`config.mk`:
```
export PLATFORM = sky130hd
export DESIGN_NAME = spsy_port
export DESIGN_NICKNAME = d
export VERILOG_FILES = /design/src/design/spsy_port.v /design/src/design/spsy_sync2.v /design/src/design/spsy_rxbuf.v
export VERILOG_INCLUDE_DIRS = /design/src /design/src/design
export SDC_FILE = /design/constraint.sdc
export NUM_CORES = 1
export LEC_CHECK = 0
export ABC_AREA = 1
export BUFFER_PORTS_ARGS = -buffer_cell sky130_fd_sc_hd__buf_4
export CAP_MARGIN = 10
export CORE_ASPECT_RATIO = 0.75
export CORE_MARGIN = 2
export CORE_UTILIZATION = 46
export CTS_CLUSTER_DIAMETER = 50
export DETAILED_ROUTE_END_ITERATION = 10
export PLACE_DENSITY = 0.66
export SYNTH_ARGS = -nofsm -noshare
export SYNTH_HDL_FRONTEND = slang
export SYNTH_SLANG_ARGS = --single-unit
```
`constraint.sdc`:
```
create_clock -name clk -period 2.44 [get_ports clk]
set_input_delay 0.122 -clock clk [delete_from_list [all_inputs] [get_ports clk]]
set_output_delay 0.122 -clock clk [all_outputs]
set_load 0.01 [all_outputs]
```
`src/design/spsy_map.vh`:
```
// Purpose: register map, field positions, reset values and counts of the serial port
// Assumes: 32-bit register port, one aligned word per register
// Notes:   definitions only
`ifndef SPSY_MAP_VH
`define SPSY_MAP_VH

// ----------------------------------------------------------------
// register offsets
// ----------------------------------------------------------------
`define SPSY_ADDR_CTL_A    8'h00
`define SPSY_ADDR_CTL_B    8'h04
`define SPSY_ADDR_BAUD     8'h0c
`define SPSY_ADDR_STATUS   8'h18
`define SPSY_ADDR_BUSY     8'h1c
`define SPSY_ADDR_DATA     8'h28

// ----------------------------------------------------------------
// field positions
// ----------------------------------------------------------------
`define SPSY_CTL_A_SRST    0
`define SPSY_CTL_A_ENABLE  1
`define SPSY_CTL_A_MASTER  2
`define SPSY_CTL_B_CHSIZE  0
`define SPSY_CTL_B_RXEN    1
`define SPSY_ST_DRE        0
`define SPSY_ST_TXC        1
`define SPSY_ST_RXC        2
`define SPSY_ST_OVF        3
`define SPSY_SB_SRST       0
`define SPSY_SB_ENABLE     1
`define SPSY_SB_CONTROL_B_REGISTER      2

// ----------------------------------------------------------------
// reset values and counts
// ----------------------------------------------------------------
`define SPSY_RST_CTL_B     2'h2
`define SPSY_RST_BAUD      8'h03
`define SPSY_SYNC_CYCLES   4'h3
`define SPSY_CHAR_SHORT    4'h8
`define SPSY_CHAR_LONG     4'h9

`endif

```
`src/design/spsy_port.v`:
```
// Purpose: serial peripheral port, master or slave, with register sync monitor
// Assumes: spi mode 0, msb first; link pins are foreign to clk
// Notes:   register port follows apb signalling with one wait state
`timescale 1ns/100ps
`include "spsy_map.vh"

module spsy_port (
    // clock and reset
    input  wire        clk,
    input  wire        nrst,
    // register port
    input  wire        psel,
    input  wire        penable,
    input  wire        pwrite,
    input  wire [7:0]  paddr,
    input  wire [31:0] pwdata,
    output reg  [31:0] prdata,
    output reg         pready,
    output reg         pslverr,
    // serial clock pin
    input  wire        sck_in,
    output reg         sck_out,
    output reg         sck_oe,
    // select pin, active low
    input  wire        ss_n_in,
    output reg         ss_n_out,
    output reg         ss_n_oe,
    // master out pin
    input  wire        mosi_in,
    output reg         mosi_out,
    output reg         mosi_oe,
    // master in pin
    input  wire        miso_in,
    output reg         miso_out,
    output reg         miso_oe
);

localparam LK_IDLE = 1'b0;
localparam LK_RUN  = 1'b1;

// ----------------------------------------------------------------
// declarations
// ----------------------------------------------------------------
reg        en;
reg        en_pend;
reg        master;
reg [1:0]  ctl_b;
reg [1:0]  ctl_b_pend;
reg [7:0]  baud;
reg        sw_busy;
reg        en_busy;
reg        cb_busy;
reg [3:0]  sync_cnt;
reg        srst;
reg [8:0]  tx_hold;
reg        tx_valid;
reg        txc;
reg        ovf_flag;
reg        lk_state;
reg [7:0]  hp_cnt;
reg [8:0]  tx_sh;
reg [8:0]  rx_sh;
reg [3:0]  bitcnt;
reg        sck_d;
reg        ss_d;
reg        m_end;
reg        rx_push;
reg [8:0]  rx_char;
reg [8:0]  next_tx_sh;
wire [3:0] pin_s;
wire       sck_s = pin_s[0];
wire       ss_s  = pin_s[1];
wire       mosi_s = pin_s[2];
wire       miso_s = pin_s[3];
wire [8:0] rx_rd;
wire       rx_ne;
wire       rx_ovf;
wire       rd_pop;

// ----------------------------------------------------------------
// helpers
// ----------------------------------------------------------------
function [3:0] char_len;
    input chsize;
    begin
        char_len = chsize ? `SPSY_CHAR_LONG : `SPSY_CHAR_SHORT;
    end
endfunction

function [8:0] align_char;
    input       chsize;
    input [8:0] d;
    begin
        align_char = chsize ? d : {d[7:0], 1'b0};
    end
endfunction

function addr_known;
    input [7:0] a;
    begin
        if (a == `SPSY_ADDR_CTL_A)
            addr_known = 1'b1;
        else if (a == `SPSY_ADDR_CTL_B)
            addr_known = 1'b1;
        else if (a == `SPSY_ADDR_BAUD)
            addr_known = 1'b1;
        else if (a == `SPSY_ADDR_STATUS)
            addr_known = 1'b1;
        else if (a == `SPSY_ADDR_BUSY)
            addr_known = 1'b1;
        else if (a == `SPSY_ADDR_DATA)
            addr_known = 1'b1;
        else
            addr_known = 1'b0;
    end
endfunction

// ----------------------------------------------------------------
// pin synchronisers and buffer
// ----------------------------------------------------------------
spsy_sync2 #(
    .W (4)
) spsy_sync2_i (
    .clk  (clk),
    .nrst (nrst),
    .d    ({miso_in, mosi_in, ss_n_in, sck_in}),
    .q    (pin_s)
);

spsy_rxbuf #(
    .W (9)
) spsy_rxbuf_i (
    .clk       (clk),
    .nrst      (nrst),
    .clr       (srst),
    .push      (rx_push),
    .push_data (rx_char),
    .ovf       (rx_ovf),
    .pop       (rd_pop),
    .rd_data   (rx_rd),
    .not_empty (rx_ne)
);

// ----------------------------------------------------------------
// access decode
// ----------------------------------------------------------------
wire acc      = psel && penable && !pready;
wire wr       = acc && pwrite;
wire is_ctl_a = (paddr == `SPSY_ADDR_CTL_A);
wire is_ctl_b = (paddr == `SPSY_ADDR_CTL_B);
wire rst_wr   = is_ctl_a && pwdata[`SPSY_CTL_A_SRST];
// soft reset sync blocks every write; enable sync all but reset
wire wr_drop  = sw_busy || (en_busy && !rst_wr);
wire wr_err   = wr && (wr_drop || (is_ctl_b && cb_busy)
                || !addr_known(paddr));
wire wr_ok    = wr && !wr_err;
assign rd_pop = acc && !pwrite && (paddr == `SPSY_ADDR_DATA) && rx_ne;
wire data_wr  = wr_ok && (paddr == `SPSY_ADDR_DATA);
wire [31:0] sb_word = {29'h0, cb_busy, en_busy, sw_busy};
wire [31:0] st_word = {28'h0, ovf_flag, rx_ne, txc, !tx_valid};

// ----------------------------------------------------------------
// link events
// ----------------------------------------------------------------
wire slave_on = en && !master && !ss_s;
wire ss_fall  = en && !master && ss_d && !ss_s;
wire m_tick   = master && (lk_state == LK_RUN) && (hp_cnt == 8'h00);
wire rise_ev  = master ? (m_tick && !sck_out) : (slave_on && !sck_d && sck_s);
wire fall_ev  = master ? (m_tick && sck_out) : (slave_on && sck_d && !sck_s);
wire start_ev = en && master && (lk_state == LK_IDLE) && tx_valid;
wire last_bit = (bitcnt == char_len(ctl_b[0]) - 4'd1);
wire load_now = start_ev || ss_fall
                || (fall_ev && (bitcnt == 4'd0) && (!master || tx_valid));
wire consume  = load_now && tx_valid;
wire char_end = rise_ev && last_bit;

// ----------------------------------------------------------------
// register side
// ----------------------------------------------------------------
always @(posedge clk or negedge nrst)
begin
    if (!nrst)
    begin
        en         <= 1'b0;
        en_pend    <= 1'b0;
        master     <= 1'b0;
        ctl_b      <= `SPSY_RST_CTL_B;
        ctl_b_pend <= `SPSY_RST_CTL_B;
        baud       <= `SPSY_RST_BAUD;
        sw_busy    <= 1'b0;
        en_busy    <= 1'b0;
        cb_busy    <= 1'b0;
        sync_cnt   <= 4'h0;
        srst       <= 1'b0;
        tx_hold    <= 9'h000;
        tx_valid   <= 1'b0;
        txc        <= 1'b0;
        ovf_flag   <= 1'b0;
        pready     <= 1'b0;
        pslverr    <= 1'b0;
        prdata     <= 32'h0;
    end
    else
    begin
        pready  <= acc;
        pslverr <= acc && (wr_err || (!pwrite && !addr_known(paddr)));
        srst    <= 1'b0;
        if (acc && !pwrite)
        begin
            if (is_ctl_a)
                prdata <= {29'h0, master, en_pend, sw_busy};
            else if (is_ctl_b)
                prdata <= {30'h0, ctl_b};
            else if (paddr == `SPSY_ADDR_BAUD)
                prdata <= {24'h0, baud};
            else if (paddr == `SPSY_ADDR_STATUS)
                prdata <= st_word;
            else if (paddr == `SPSY_ADDR_BUSY)
                prdata <= sb_word;
            else if (paddr == `SPSY_ADDR_DATA)
                prdata <= {23'h0, rx_rd};
            else
                prdata <= 32'h0;
        end
        // sync completion applies pending values
        if (sync_cnt != 4'h0)
        begin
            sync_cnt <= sync_cnt - 4'h1;
            if (sync_cnt == 4'h1)
            begin
                en      <= en_pend;
                ctl_b   <= ctl_b_pend;
                sw_busy <= 1'b0;
                en_busy <= 1'b0;
                cb_busy <= 1'b0;
                srst    <= sw_busy;
            end
        end
        if (srst)
        begin
            en         <= 1'b0;
            en_pend    <= 1'b0;
            master     <= 1'b0;
            ctl_b      <= `SPSY_RST_CTL_B;
            ctl_b_pend <= `SPSY_RST_CTL_B;
            baud       <= `SPSY_RST_BAUD;
            tx_valid   <= 1'b0;
            txc        <= 1'b0;
            ovf_flag   <= 1'b0;
        end
        else
        begin
            // write wins over consume so no char is lost
            if (data_wr)
            begin
                tx_hold  <= pwdata[8:0];
                tx_valid <= 1'b1;
            end
            else if (consume)
                tx_valid <= 1'b0;
            // hardware set beats software clear
            if (m_end || (char_end && !tx_valid))
                txc <= 1'b1;
            else if (wr_ok && (paddr == `SPSY_ADDR_STATUS) && pwdata[`SPSY_ST_TXC])
                txc <= 1'b0;
            if (rx_ovf)
                ovf_flag <= 1'b1;
            else if (wr_ok && (paddr == `SPSY_ADDR_STATUS) && pwdata[`SPSY_ST_OVF])
                ovf_flag <= 1'b0;
        end
        if (wr_ok && is_ctl_a)
        begin
            if (rst_wr)
            begin
                sw_busy  <= 1'b1;
                sync_cnt <= `SPSY_SYNC_CYCLES;
            end
            else
            begin
                if (!en && !en_pend)
                    master <= pwdata[`SPSY_CTL_A_MASTER];
                if (pwdata[`SPSY_CTL_A_ENABLE] != en_pend)
                begin
                    en_pend  <= pwdata[`SPSY_CTL_A_ENABLE];
                    en_busy  <= 1'b1;
                    sync_cnt <= `SPSY_SYNC_CYCLES;
                end
            end
        end
        if (wr_ok && is_ctl_b)
        begin
            ctl_b_pend <= pwdata[1:0];
            if (en)
            begin
                cb_busy  <= 1'b1;
                sync_cnt <= `SPSY_SYNC_CYCLES;
            end
            else
                ctl_b <= pwdata[1:0];
        end
        if (wr_ok && (paddr == `SPSY_ADDR_BAUD) && !en && !en_pend)
            baud <= pwdata[7:0];
    end
end

// ----------------------------------------------------------------
// shift register next value
// ----------------------------------------------------------------
always @*
begin
    next_tx_sh = tx_sh;
    if (load_now)
        next_tx_sh = tx_valid ? align_char(ctl_b[0], tx_hold) : 9'h000;
    else if (fall_ev)
        next_tx_sh = {tx_sh[7:0], 1'b0};
end

// ----------------------------------------------------------------
// link side
// ----------------------------------------------------------------
always @(posedge clk or negedge nrst)
begin
    if (!nrst)
    begin
        lk_state <= LK_IDLE;
        hp_cnt   <= 8'h00;
        tx_sh    <= 9'h000;
        rx_sh    <= 9'h000;
        bitcnt   <= 4'h0;
        sck_d    <= 1'b0;
        ss_d     <= 1'b1;
        m_end    <= 1'b0;
        rx_push  <= 1'b0;
        rx_char  <= 9'h000;
        sck_out  <= 1'b0;
        sck_oe   <= 1'b0;
        ss_n_out <= 1'b1;
        ss_n_oe  <= 1'b0;
        mosi_out <= 1'b0;
        mosi_oe  <= 1'b0;
        miso_out <= 1'b0;
        miso_oe  <= 1'b0;
    end
    else
    begin
        sck_d   <= sck_s;
        ss_d    <= ss_s;
        m_end   <= 1'b0;
        rx_push <= 1'b0;
        // only the master drives clock, select and mosi
        sck_oe   <= en && master;
        ss_n_oe  <= en && master;
        mosi_oe  <= en && master;
        miso_oe  <= slave_on;
        tx_sh    <= next_tx_sh;
        mosi_out <= master && next_tx_sh[8];
        miso_out <= !master && next_tx_sh[8];
        if (!en || srst || (!master && ss_s))
        begin
            // deselect restarts bit counting
            lk_state <= LK_IDLE;
            bitcnt   <= 4'h0;
            sck_out  <= 1'b0;
            ss_n_out <= 1'b1;
        end
        else
        begin
            if (start_ev)
            begin
                lk_state <= LK_RUN;
                hp_cnt   <= baud;
                ss_n_out <= 1'b0;
                bitcnt   <= 4'h0;
            end
            else if (lk_state == LK_RUN)
                hp_cnt <= (hp_cnt == 8'h00) ? baud : hp_cnt - 8'h01;
            if (m_tick)
                sck_out <= !sck_out;
            if (rise_ev)
            begin
                // sample the far line: miso as master, mosi as slave
                rx_sh <= {rx_sh[7:0], master ? miso_s : mosi_s};
                if (last_bit)
                begin
                    bitcnt  <= 4'h0;
                    rx_push <= ctl_b[`SPSY_CTL_B_RXEN];
                    rx_char <= ctl_b[0] ? {rx_sh[7:0], master ? miso_s : mosi_s}
                                        : {1'b0, rx_sh[6:0], master ? miso_s : mosi_s};
                end
                else
                    bitcnt <= bitcnt + 4'h1;
            end
            if (fall_ev && master && (bitcnt == 4'd0) && !tx_valid)
            begin
                // nothing queued: close the transaction
                lk_state <= LK_IDLE;
                ss_n_out <= 1'b1;
                m_end    <= 1'b1;
            end
        end
    end
end

endmodule

```
`src/design/spsy_sync2.v`:
```
// Purpose: two flip-flop synchroniser for pin levels
// Assumes: inputs are slow levels relative to clk
// Notes:   first stage feeds only the second stage
`timescale 1ns/100ps

module spsy_sync2 #(
    parameter W = 4
) (
    // clock and reset
    input  wire         clk,
    input  wire         nrst,
    // levels
    input  wire [W-1:0] d,
    output reg  [W-1:0] q
);

// ----------------------------------------------------------------
// two stages
// ----------------------------------------------------------------
reg [W-1:0] meta;

always @(posedge clk or negedge nrst)
begin
    if (!nrst)
    begin
        meta <= {W{1'b0}};
        q    <= {W{1'b0}};
    end
    else
    begin
        meta <= d;
        q    <= meta;
    end
end

endmodule

```
`src/design/spsy_rxbuf.v`:
```
// Purpose: two-level receive buffer
// Assumes: push and pop are single-cycle pulses
// Notes:   push into a full buffer without a pop drops the char and pulses ovf
`timescale 1ns/100ps

module spsy_rxbuf #(
    parameter W = 9
) (
    // clock and reset
    input  wire         clk,
    input  wire         nrst,
    input  wire         clr,
    // fill side
    input  wire         push,
    input  wire [W-1:0] push_data,
    output reg          ovf,
    // drain side
    input  wire         pop,
    output wire [W-1:0] rd_data,
    output wire         not_empty
);

// ----------------------------------------------------------------
// storage
// ----------------------------------------------------------------
reg [W-1:0] mem [0:1];
reg         wp;
reg         rp;
reg [1:0]   cnt;
wire        do_pop  = pop && (cnt != 2'd0);
wire        do_push = push && ((cnt != 2'd2) || do_pop);

assign rd_data   = mem[rp];
assign not_empty = (cnt != 2'd0);

always @(posedge clk or negedge nrst)
begin
    if (!nrst)
    begin
        mem[0] <= {W{1'b0}};
        mem[1] <= {W{1'b0}};
        wp     <= 1'b0;
        rp     <= 1'b0;
        cnt    <= 2'd0;
        ovf    <= 1'b0;
    end
    else if (clr)
    begin
        wp  <= 1'b0;
        rp  <= 1'b0;
        cnt <= 2'd0;
        ovf <= 1'b0;
    end
    else
    begin
        ovf <= push && !do_push;
        if (do_push)
        begin
            mem[wp] <= push_data;
            wp      <= ~wp;
        end
        if (do_pop)
            rp <= ~rp;
        if (do_push && !do_pop)
            cnt <= cnt + 2'd1;
        else if (do_pop && !do_push)
            cnt <= cnt - 2'd1;
    end
end

endmodule

```
==> impl_metrics.env, run 1 <==
export IMPL_vias_per_cell=5.16
export IMPL_maxSlewHeadroom_pct=63.5
export IMPL_drc_errors=0
export IMPL_initial_core_util_pct=46.5
export IMPL_critPathKind="in2reg"
export IMPL_totalWireLength_mm=14.8
export IMPL_outcome="completed"
export IMPL_r2r_start="master$_DFF_PN0_"
export IMPL_min_to="tx_hold[4]$_DFFE_PN0P_"
export IMPL_hold_path_startpoint="pwdata[4]"
export IMPL_dpl_cell_area_mm2=0.00673
export IMPL_antennaDiodeCount=0
export IMPL_die_area_mm2=0.0147
export IMPL_hold_depth=3
export IMPL_cpMostUsedCell="nand2_1"
export IMPL_cap_violations=0
export IMPL_synthesis_area_mm2=0.00631
export IMPL_grt_usage_pct=20.8
export IMPL_antenna_left=0
export IMPL_cts_sinks=126
export IMPL_cts_made_buffers=17
export IMPL_crit_buf_inv=3
export IMPL_grt_pass1_wl_mm=24.0
export IMPL_multi_input_comb_area_mm2=0.00264
export IMPL_arrival_ns=2.56
export IMPL_comb_power_share_pct=9.4
export IMPL_ys_types=45
export IMPL_setup_viol=0
export IMPL_port_buffers=44
export IMPL_ff2ff_setup_slack_ns=0.34
export IMPL_vias=5187
export IMPL_nFillCells=1209
export IMPL_hold_class="in2reg"
export IMPL_setup_tns_ns=0
export IMPL_cellLeakagePower_nw=3.72
export IMPL_ys_ff_latch=126
export IMPL_internal_power_mw=3.86
export IMPL_report_power_total_mw=5.17
export IMPL_place_ws_ns=0.351
export IMPL_synthTopCellsByArea="dfrtp_1, nand2_1, inv_1, o21ai_0, nand3_1"
export IMPL_htree_levels=4
export IMPL_clk_path_buf_depth=2
export IMPL_fin_ws_ns=0.185
export IMPL_crit_slowest_cell="dlygate4sd3_1"
export IMPL_drt_iter0_drc=378
export IMPL_p_seq_share_pct=43.3
export IMPL_first_pass_iters=6
export IMPL_synthArstFlopShare_pct=100
export IMPL_syn_area_per_cell_um2=8.38
export IMPL_overflow=0
export IMPL_synthCells=753
export IMPL_gp_congestion=0.887
export IMPL_first_global_vias=4740
export IMPL_clock_skew_ns=0.0143
export IMPL_fin_nets=873
export IMPL_seq_area_frac_synth_pct=50.1
export IMPL_start_kind="primary input"
export IMPL_r2r_cells=9
export IMPL_ys_warnings_count=0
export IMPL_period_share_pct=92.4
export IMPL_path_max_fanout=9
export IMPL_cp_depth=14
export IMPL_cp_cell_sequence="dlygate4sd3_1, buf_4, nand2_1, dlygate4sd3_1, nor2_4, nand2_1, nor2_1, nand2_1, nand2_2, nand2_1, nor2_4, nand2_2, nand2_1, o21ai_1"
export IMPL_cts_root_buf="clkbuf_16"
export IMPL_cts_tree="yes"
export IMPL_cp_top_family="buffers and inverters"
export IMPL_io_pin_count=91
export IMPL_yosys_area_top_type_share_pct=47.6
export IMPL_worstPathRequired_ns=2.74
export IMPL_die_y_um=105
export IMPL_netSwitchingFraction_pct=25.3
export IMPL_fmax_mhz=443
export IMPL_antenna_found_initial=0
export IMPL_yosys_area_top_type="dfrtp_1"
export IMPL_max_stage_delay_ns=0.60
export IMPL_synth_edf_count=0
export IMPL_syn2layout_area_growth_pct=18.1
export IMPL_rsz0062_at_grt="false"
export IMPL_ir_worst_vdd_mv=0.519
export IMPL_r2r_end="tx_sh[6]$_DFFE_PN0P_"
export IMPL_drv_slew=0
export IMPL_clk_pin_slew_ns=0.05
export IMPL_drive_above_1_share_pct=16.7
export IMPL_clkPwrFrac_pct=47.4
export IMPL_core_area_mm2=0.0136
export IMPL_power_density_mw_per_mm2=694
export IMPL_seq_area_mm2=0.00316
export IMPL_worstSkewPairLatency_ns=0.42
export IMPL_finalCriticalPeriod_ns=2.25
export IMPL_die_w_um=139
export IMPL_yosys_most_used_dff="dfrtp_1"
export IMPL_cp_end_kind="register"
export IMPL_fin_area_mm2=0.00745
export IMPL_power_switching_mw=1.31
export IMPL_hold_viol=0
export IMPL_place_hpwl_mm=10.4
export IMPL_rows=37
export IMPL_routedWlPerCell_um=14.7
export IMPL_grt_max_degree=78
export IMPL_fin_util_pct=54.9
export IMPL_worstMarginPinSlew_ns=0.548
-- layout by cell type (no fill, tap or decap), types with 4 or more instances in the layout --
cell,n
nand2_1,211
dfrtp_1,120
inv_1,78
o21ai_0,54
buf_4,53
nor2_1,48
nand3_1,41
a21oi_1,26
conb_1,23
clkbuf_16,17
o21ai_1,14
nand4_1,12
xor2_1,11
dlygate4sd3_1,11
o22ai_1,10
o21ai_2,9
nor2_2,8
nand2_2,7
ha_1,7
inv_2,6
dfstp_2,6
nor2_4,5
clkinv_2,5
nor3_1,4
o32ai_1,4
-- synthesized netlist by cell type (2+ instances only) --
master,n
nand2_1,211
dfrtp_1,120
inv_1,79
o21ai_0,54
nor2_1,50
nand3_1,41
a21oi_1,26
buf_4,26
o21ai_1,14
nand4_1,12
xor2_1,11
o22ai_1,10
o21ai_2,9
nor2_2,8
buf_2,7
ha_1,7
nand2_2,7
clkbuf_1,6
dfstp_2,6
inv_2,5
buf_6,4
nor3_1,4
o32ai_1,4
nand3_2,3
nor2_4,3
nor2_8,3
clkinv_1,2
nor3_2,2
o211ai_1,2
xnor2_1,2
-- how the worst max path moves through the flow --
stage | startpoint | endpoint | slack [ns]
3_5_place_dp | hp_cnt[0]$_DFFE_PN0P_ | rx_char[8]$_DFFE_PN0P_ | 0.35
5_1_grt | penable | spsy_rxbuf_i.mem[7]$_DFFE_PN0P_ | 0.004
4_1_cts | penable | tx_hold[4]$_DFFE_PN0P_ | 0.13
6_report | penable | spsy_rxbuf_i.mem[7]$_DFFE_PN0P_ | 0.19
3_3_place_gp | hp_cnt[0]$_DFFE_PN0P_ | rx_char[8]$_DFFE_PN0P_ | 0.41
2_1_floorplan | hp_cnt[0]$_DFFE_PN0P_ | bitcnt[1]$_DFFE_PN0P_ | 0.76
-- power groups by stage --
stage               sequential, mW  clock (mW)  combinational (mW)
finish                        2.24        2.45               0.483
global route                  2.24        2.58               0.558
detailed placement            2.27           0               0.464
global placement              2.27           0               0.446
floorplan                     2.23           0               0.328
CTS                           2.23        2.48               0.482
-- kinds of logic after synthesis --
logic type,Yosys count,synth area share (%)
compound gates,126,11.4
xor+xnor,13,1.80
fa+ha+maj,7,1.39
buf+inv,130,9.91
flops,126,50.1
mux,1,0.159
other cells,1,0.0594
simple gates,349,25.2
-- flip-flops by register name, indices dropped and copies added (netlist names), 8 cells and up --
name and cells:
prdata 9, hp_cnt 8, baud 8, tx_hold 9, tx_sh 9, spsy_rxbuf_i.mem 18
rx_sh 8, rx_char 9
-- what timing repair did --
action	4_1_cts	5_1_grt
setup endpoints to repair	0	25
hold endpoints to repair	129	0
setup buffers	0	1
hold buffers	11	0
gates resized for setup	0	6
-- layout make-up --
type,instances,share of cell area (%)
repair buffers,66,7.35
well taps,175,2.94
clock buffers,21,6.04
clock inverters,11,1.56
flip-flops and latches,126,42.4
multi-input cells,520,35.4
inverters,86,4.33
-- through the flow --
step,std cells,hold slack (ns)
global placement,960,-0.0489
floorplan,775,-0.174
finish,1005,0.0126
CTS,1003,0.00701
global route,1005,0.00774
detailed placement,960,-0.0459
-- routing by layer --
metal / global-route usage (%) / share of wire [%] / wire length [µm]
met1: 31.0 / 48 / 7160
met5: 0 / 0 / 0
met2: 30.4 / 45 / 6590
met4: 6.57 / 0.96 / 142
met3: 4.36 / 6.1 / 907
-- worst min-delay path: stages --
cell     delay [ns]
buf_4          0.08
inv_1          0.07
o21ai_2        0.13
No activity file was read; power rests on OpenSTA's default activity.
==> inputs of run 2 (changes only) <==
CELL_PAD_IN_SITES_DETAIL_PLACEMENT = 2   (was default)
CELL_PAD_IN_SITES_GLOBAL_PLACEMENT = 2   (was default)
CORE_ASPECT_RATIO = default   (was 0.75)
CORE_UTILIZATION = 34   (was 46)
PLACE_DENSITY = default   (was 0.66)
PLACE_DENSITY_LB_ADDON = 0.1   (was default)
==> run 2 against run 1 <==
Compared with the run above: flip-flop and latch count stayed put; count of clock-buffer cells in the layout decreased by 4; sequential power about the same; wire length is 32% higher; die area rose by 34%; via count increased by 2.4%; fmax increased by 5.2%; combinational power up 15%; total power up 3.3%; register-to-register slack lost 0.04 ns.
==> impl_metrics.env, run 2 (synthesis results as in run 1) <==
export IMPL_outcome="completed"
export IMPL_r2r_end="tx_sh[1]$_DFFE_PN0P_"
export IMPL_cts_tree="yes"
export IMPL_worstMarginPinSlew_ns=0.634
export IMPL_overflow=0
export IMPL_cts_root_buf="clkbuf_16"
export IMPL_hold_buffers=13
export IMPL_routedWlPerCell_um=18.4
export IMPL_min_to="baud[1]$_DFFE_PN1P_"
export IMPL_core_area_mm2=0.0181
export IMPL_first_global_vias=6076
export IMPL_die_y_um=140
export IMPL_cts_sinks=126
export IMPL_internal_power_mw=3.81
export IMPL_hold_viol=0
export IMPL_rows=49
export IMPL_grt_max_degree=45
export IMPL_netSwitchingFraction_pct=28.6
export IMPL_start_kind="register"
export IMPL_ir_worst_vdd_mv=0.478
export IMPL_period_share_pct=87.9
export IMPL_clk_pin_slew_ns=0.06
export IMPL_fmax_mhz=466
export IMPL_hold_depth=3
export IMPL_clk_path_buf_depth=2
export IMPL_cap_violations=0
export IMPL_path_max_fanout=11
export IMPL_fin_nets=879
export IMPL_drt_iter0_drc=167
export IMPL_post_cts_buffers=0
export IMPL_clock_skew_ns=0.0115
export IMPL_initial_core_util_pct=34.9
export IMPL_hold_path_startpoint="pwdata[1]"
export IMPL_r2r_start="master$_DFF_PN0_"
export IMPL_htree_levels=4
export IMPL_cts_made_buffers=17
export IMPL_grt_pass1_wl_mm=32.5
export IMPL_grt_usage_pct=21.3
export IMPL_finalCriticalPeriod_ns=2.14
export IMPL_vias_per_cell=4.99
export IMPL_arrival_ns=2.50
export IMPL_top_register="spsy_rxbuf_i.mem"
export IMPL_drv_slew=0
export IMPL_hold_class="in2reg"
export IMPL_syn2layout_area_growth_pct=19.8
export IMPL_comb_power_share_pct=10.4
export IMPL_worstPathRequired_ns=2.79
export IMPL_ff2ff_setup_slack_ns=0.30
export IMPL_largest_reg_flops=18
export IMPL_antenna_left=0
export IMPL_cp_end_kind="register"
export IMPL_antennaDiodeCount=0
export IMPL_cts_resized=0
export IMPL_die_w_um=140
export IMPL_final_cell_mix="nand2_1, dfrtp_1, inv_1"
export IMPL_nFillCells=2041
export IMPL_drc_errors=0
export IMPL_rsz0062_at_grt="false"
export IMPL_p_seq_share_pct=41.3
export IMPL_setup_viol=0
export IMPL_vias=5312
export IMPL_totalWireLength_mm=19.6
export IMPL_die_area_mm2=0.0197
export IMPL_place_hpwl_mm=14.4
export IMPL_port_buffers=44
export IMPL_setup_tns_ns=0
export IMPL_power_switching_mw=1.53
export IMPL_layout_commonest_cell="nand2_1"
export IMPL_critPathKind="reg2reg"
export IMPL_cellLeakagePower_nw=3.74
export IMPL_first_pass_iters=4
export IMPL_io_pin_count=91
export IMPL_worstSkewPairLatency_ns=0.43
export IMPL_maxSlewHeadroom_pct=57.8
export IMPL_gp_congestion=0.865
export IMPL_clkPwrFrac_pct=48.3
export IMPL_power_density_mw_per_mm2=706
export IMPL_drive_above_1_share_pct=17.1
export IMPL_fin_util_pct=41.8
export IMPL_r2r_cells=9
export IMPL_antenna_found_initial=0
[run 2: metal layers]
metal  share of wire (%)  global-route usage (%)
met5                   0                       0
met4                 1.5                    6.59
met3                 1.9                    2.84
met2                  52                    37.8
met1                  44                    27.1
[run 2: metrics by stage]
step	std cells	setup WS, ns	power (mW)	hold slack, ns	cell area (µm²)
floorplan	775	0.758	2.56	-0.174	6390
global placement	1020	0.401	2.75	0.167	6840
global route	1065	0.124	5.58	0.0247	7560
finish	1065	0.296	5.34	0.0203	7560
CTS	1065	0.296	5.42	0.00213	7560
detailed placement	1020	0.336	2.79	0.175	6840
[run 2: worst max-delay path by stage]
stage	startpoint	endpoint	slack, ns
after global placement	master$_DFF_PN0_	tx_sh[2]$_DFFE_PN0P_	0.40
after global routing	hp_cnt[0]$_DFFE_PN0P_	tx_sh[1]$_DFFE_PN0P_	0.12
after detailed placement	master$_DFF_PN0_	tx_sh[2]$_DFFE_PN0P_	0.34
after CTS	master$_DFF_PN0_	tx_sh[1]$_DFFE_PN0P_	0.30
after floorplan	hp_cnt[0]$_DFFE_PN0P_	bitcnt[1]$_DFFE_PN0P_	0.76
final	master$_DFF_PN0_	tx_sh[1]$_DFFE_PN0P_	0.30
[run 2: critical path, stage by stage, from the launching register on]
cell     delay, ns
dfrtp_1       0.57
nand2_1       0.13
inv_1         0.06
nand2_1       0.08
nor2_2        0.07
a21oi_2       0.38
nand2_2       0.26
nor2_2        0.31
nand2_1       0.11
nand3_1       0.10
[run 2: cell type report]
| class | instances | area (µm²) | area share (%) |
|---|---|---|---|
| sequential | 126 | 3160 | 41.8 |
| multi-input combinational | 519 | 2610 | 34.5 |
| timing repair buffer | 73 | 593 | 7.85 |
| clock buffer | 17 | 425 | 5.63 |
| inverter | 86 | 323 | 4.27 |
| tap | 229 | 287 | 3.79 |
| clock inverter | 15 | 163 | 2.15 |
[run 2: power groups by stage]
| stage | clock [mW] | combinational (mW) | sequential [mW] |
|---|---|---|---|
| floorplan | 0 | 0.328 | 2.23 |
| global placement | 0 | 0.511 | 2.24 |
| detailed placement | 0 | 0.547 | 2.24 |
| CTS | 2.64 | 0.570 | 2.21 |
| global route | 2.72 | 0.643 | 2.22 |
| finish | 2.58 | 0.555 | 2.21 |
==> inputs of run 3 (changes only) <==
SYNTH_HIERARCHICAL = 1   (was default)
==> run 3 against run 2 <==
Compared with the run above: combinational power is 3% higher; sequential share of layout area is 1.1 points lower; critical path type unchanged; critical endpoint is now miso_out$_DFF_PN0_; wire length is 0.35% higher; non-clock buffer count is 1 higher; largest cell class unchanged.
==> impl_metrics.env, run 3 <==
export IMPL_ir_worst_vdd_mv=0.479
export IMPL_place_hpwl_mm=14.5
export IMPL_yosys_area_top_type="dfrtp_1"
export IMPL_grt_max_degree=42
export IMPL_power_switching_mw=1.32
export IMPL_place_ws_ns=0.148
export IMPL_overflow=0
export IMPL_syn2layout_area_growth_pct=19.7
export IMPL_ys_warnings_count=6
export IMPL_ys_ff_latch=126
export IMPL_drv_slew=0
export IMPL_nFillCells=2097
export IMPL_worstSkewPairLatency_ns=0.42
export IMPL_routedWlPerCell_um=17.9
export IMPL_final_cell_mix="nand2_1, dfrtp_1, inv_1"
export IMPL_netSwitchingFraction_pct=24.7
export IMPL_first_pass_iters=4
export IMPL_drt_iter0_drc=347
export IMPL_maxSlewHeadroom_pct=50.0
export IMPL_synthCells=776
export IMPL_synthTopCellsByArea="dfrtp_1, nand2_1, inv_1, o21ai_2, nand3_1"
export IMPL_rsz0062_at_grt="false"
export IMPL_setup_viol=0
export IMPL_instances_no_fill=1095
export IMPL_layout_commonest_cell="nand2_1"
export IMPL_post_cts_buffers=0
export IMPL_cpMostUsedCell="nand2_1"
export IMPL_largest_reg_flops=18
export IMPL_critPathKind="reg2reg"
export IMPL_yosys_area_top_type_share_pct=46.3
export IMPL_place_inst=1052
export IMPL_die_area_mm2=0.0202
export IMPL_cap_violations=0
export IMPL_totalWireLength_mm=19.6
export IMPL_core_area_mm2=0.0187
export IMPL_clkPwrFrac_pct=48.0
export IMPL_start_kind="register"
export IMPL_synth_edf_count=0
export IMPL_initial_core_util_pct=34.6
export IMPL_synthArstFlopShare_pct=100
export IMPL_yosys_most_used_dff="dfrtp_1"
export IMPL_gp_congestion=0.806
export IMPL_antennaDiodeCount=0
export IMPL_cts_made_buffers=17
export IMPL_cts_tree="yes"
export IMPL_arrival_ns=2.45
export IMPL_internal_power_mw=4.03
export IMPL_synthesis_area_mm2=0.00648
export IMPL_yosysMostFrequentCell="nand2_1"
export IMPL_cts_sinks=126
export IMPL_grt_usage_pct=21.1
export IMPL_port_buffers=44
export IMPL_top_register="spsy_rxbuf_i/mem"
export IMPL_hold_viol=0
export IMPL_synth_common_cells="nand2_1, dfrtp_1, inv_1, nand3_1, o21ai_0"
export IMPL_fmax_mhz=459
export IMPL_path_max_fanout=17
export IMPL_dpl_cell_area_mm2=0.00703
export IMPL_seq_area_frac_synth_pct=48.8
export IMPL_period_share_pct=89.3
export IMPL_cts_root_buf="clkbuf_16"
export IMPL_antenna_found_initial=0
export IMPL_syn_area_per_cell_um2=8.35
export IMPL_clock_skew_ns=0.00681
export IMPL_hold_class="in2reg"
export IMPL_max_stage_delay_ns=0.57
export IMPL_die_w_um=142
export IMPL_io_pin_count=91
export IMPL_fin_nets=906
export IMPL_worstPathRequired_ns=2.72
export IMPL_worstMarginPinSlew_ns=0.750
export IMPL_outcome="completed"
export IMPL_p_seq_share_pct=41.4
export IMPL_die_y_um=142
export IMPL_rows=50
export IMPL_drc_errors=0
export IMPL_comb_power_share_pct=10.7
export IMPL_grt_pass1_wl_mm=32.8
export IMPL_power_density_mw_per_mm2=689
export IMPL_finalCriticalPeriod_ns=2.18
export IMPL_setup_tns_ns=0
export IMPL_htree_levels=4
export IMPL_first_global_vias=6169
export IMPL_crit_slowest_cell="a21oi_2"
export IMPL_fin_util_pct=41.5
export IMPL_vias=5463
export IMPL_drive_above_1_share_pct=19.0
export IMPL_ys_types=43
export IMPL_antenna_left=0
export IMPL_clk_path_buf_depth=2
export IMPL_vias_per_cell=4.99
export IMPL_fin_ws_ns=0.262
export IMPL_clk_pin_slew_ns=0.06
export IMPL_cellLeakagePower_nw=3.77
export IMPL_fin_area_mm2=0.00776
export IMPL_cp_cell_sequence="nand2_1, inv_1, nand2_1, nor2_4, a21oi_2, nand2_2, nand2_1, a21oi_1"
export IMPL_cp_end_kind="register"
[run 3: cell count changes in the layout (fill, tap and decap cells not counted), sizes merged, moves of 3 or more]
cell and change:
clkinv +4, nor3 -3, nand4 +15, nand3 +11, o22ai -5, clkbuf +8, nor2 -17, nand2 +9
xor2 -6, o21ai +13, o32ai -4
[run 3: cell type report]
| type | count | area (µm²) | share of cell area [%] |
|---|---|---|---|
| Inverter | 99 | 374 | 4.82 |
| Sequential cell | 126 | 3160 | 40.7 |
| Clock inverter | 5 | 78.8 | 1.02 |
| Tap cell | 234 | 293 | 3.77 |
| Timing Repair Buffer | 74 | 601 | 7.74 |
| Clock buffer | 25 | 515 | 6.64 |
| Multi-Input combinational cell | 532 | 2740 | 35.3 |
[run 3: per-layer routing]
metal	up-vias	wire [µm]	GRT usage, %
met1	2776	8580	26.4
met5	-	0	0
li1	2611	-	-
met4	0	272	5.74
met3	16	488	3.57
met2	60	10300	37.6
[run 3: power groups by stage]
stage	clock network, mW	logic (mW)	registers [mW]
5_1_grt	2.74	0.649	2.22
4_1_cts	2.63	0.585	2.21
3_5_place_dp	0	0.563	2.25
6_report	2.57	0.570	2.21
3_3_place_gp	0	0.522	2.24
2_1_floorplan	0	0.329	2.24
[run 3: per-stage QoR]
step	power, mW	hold WS (ns)
floorplan	2.57	-0.174
global placement	2.77	0.150
detailed placement	2.81	0.160
CTS	5.43	0.0205
global route	5.60	0.0327
finish	5.35	0.0402
[run 3: timing repair]
action,4_1_cts,5_1_grt
resized for setup,0,1
hold endpoints to repair,44,0
setup endpoints to repair,0,18
hold buffers,13,0
[run 3: cell families after synthesis]
family / Yosys count / synth area share (%)
xor gates and xnor gates: 7 / 0.946
adders and majority gates: 7 / 1.35
DFF: 126 / 48.8
and+or+nand+nor: 365 / 26.0
buffers and inverters: 140 / 10.3
AOI/OAI and AO/OA: 130 / 12.5
other: 1 / 0.0579
[run 3: worst paths after layout]
path	slack [ns]	cells after the start	end	from
worst max register to register	0.26	8	miso_out$_DFF_PN0_	master$_DFF_PN0_
max in group asynchronous	1.42	3	ss_n_out$_DFFE_PN1P_	nrst
min in group asynchronous	0.26	2	prdata[5]$_DFFE_PN0P_	nrst
worst min register to register	0.35	0	spsy_sync2_i/q[3]$_DFF_PN0_	spsy_sync2_i/meta[3]$_DFF_PN0_
worst min-delay path	0.04	3	baud[3]$_DFFE_PN0P_	pwdata[3]
worst max-delay path	0.26	8	miso_out$_DFF_PN0_	master$_DFF_PN0_
[run 3: critical path, delay by kind of cell (launching register included)]
family	cells	cell delay, ns
flops	1	0.53
compound gates	2	0.66
simple gates	5	0.79
buf+inv	1	0.06
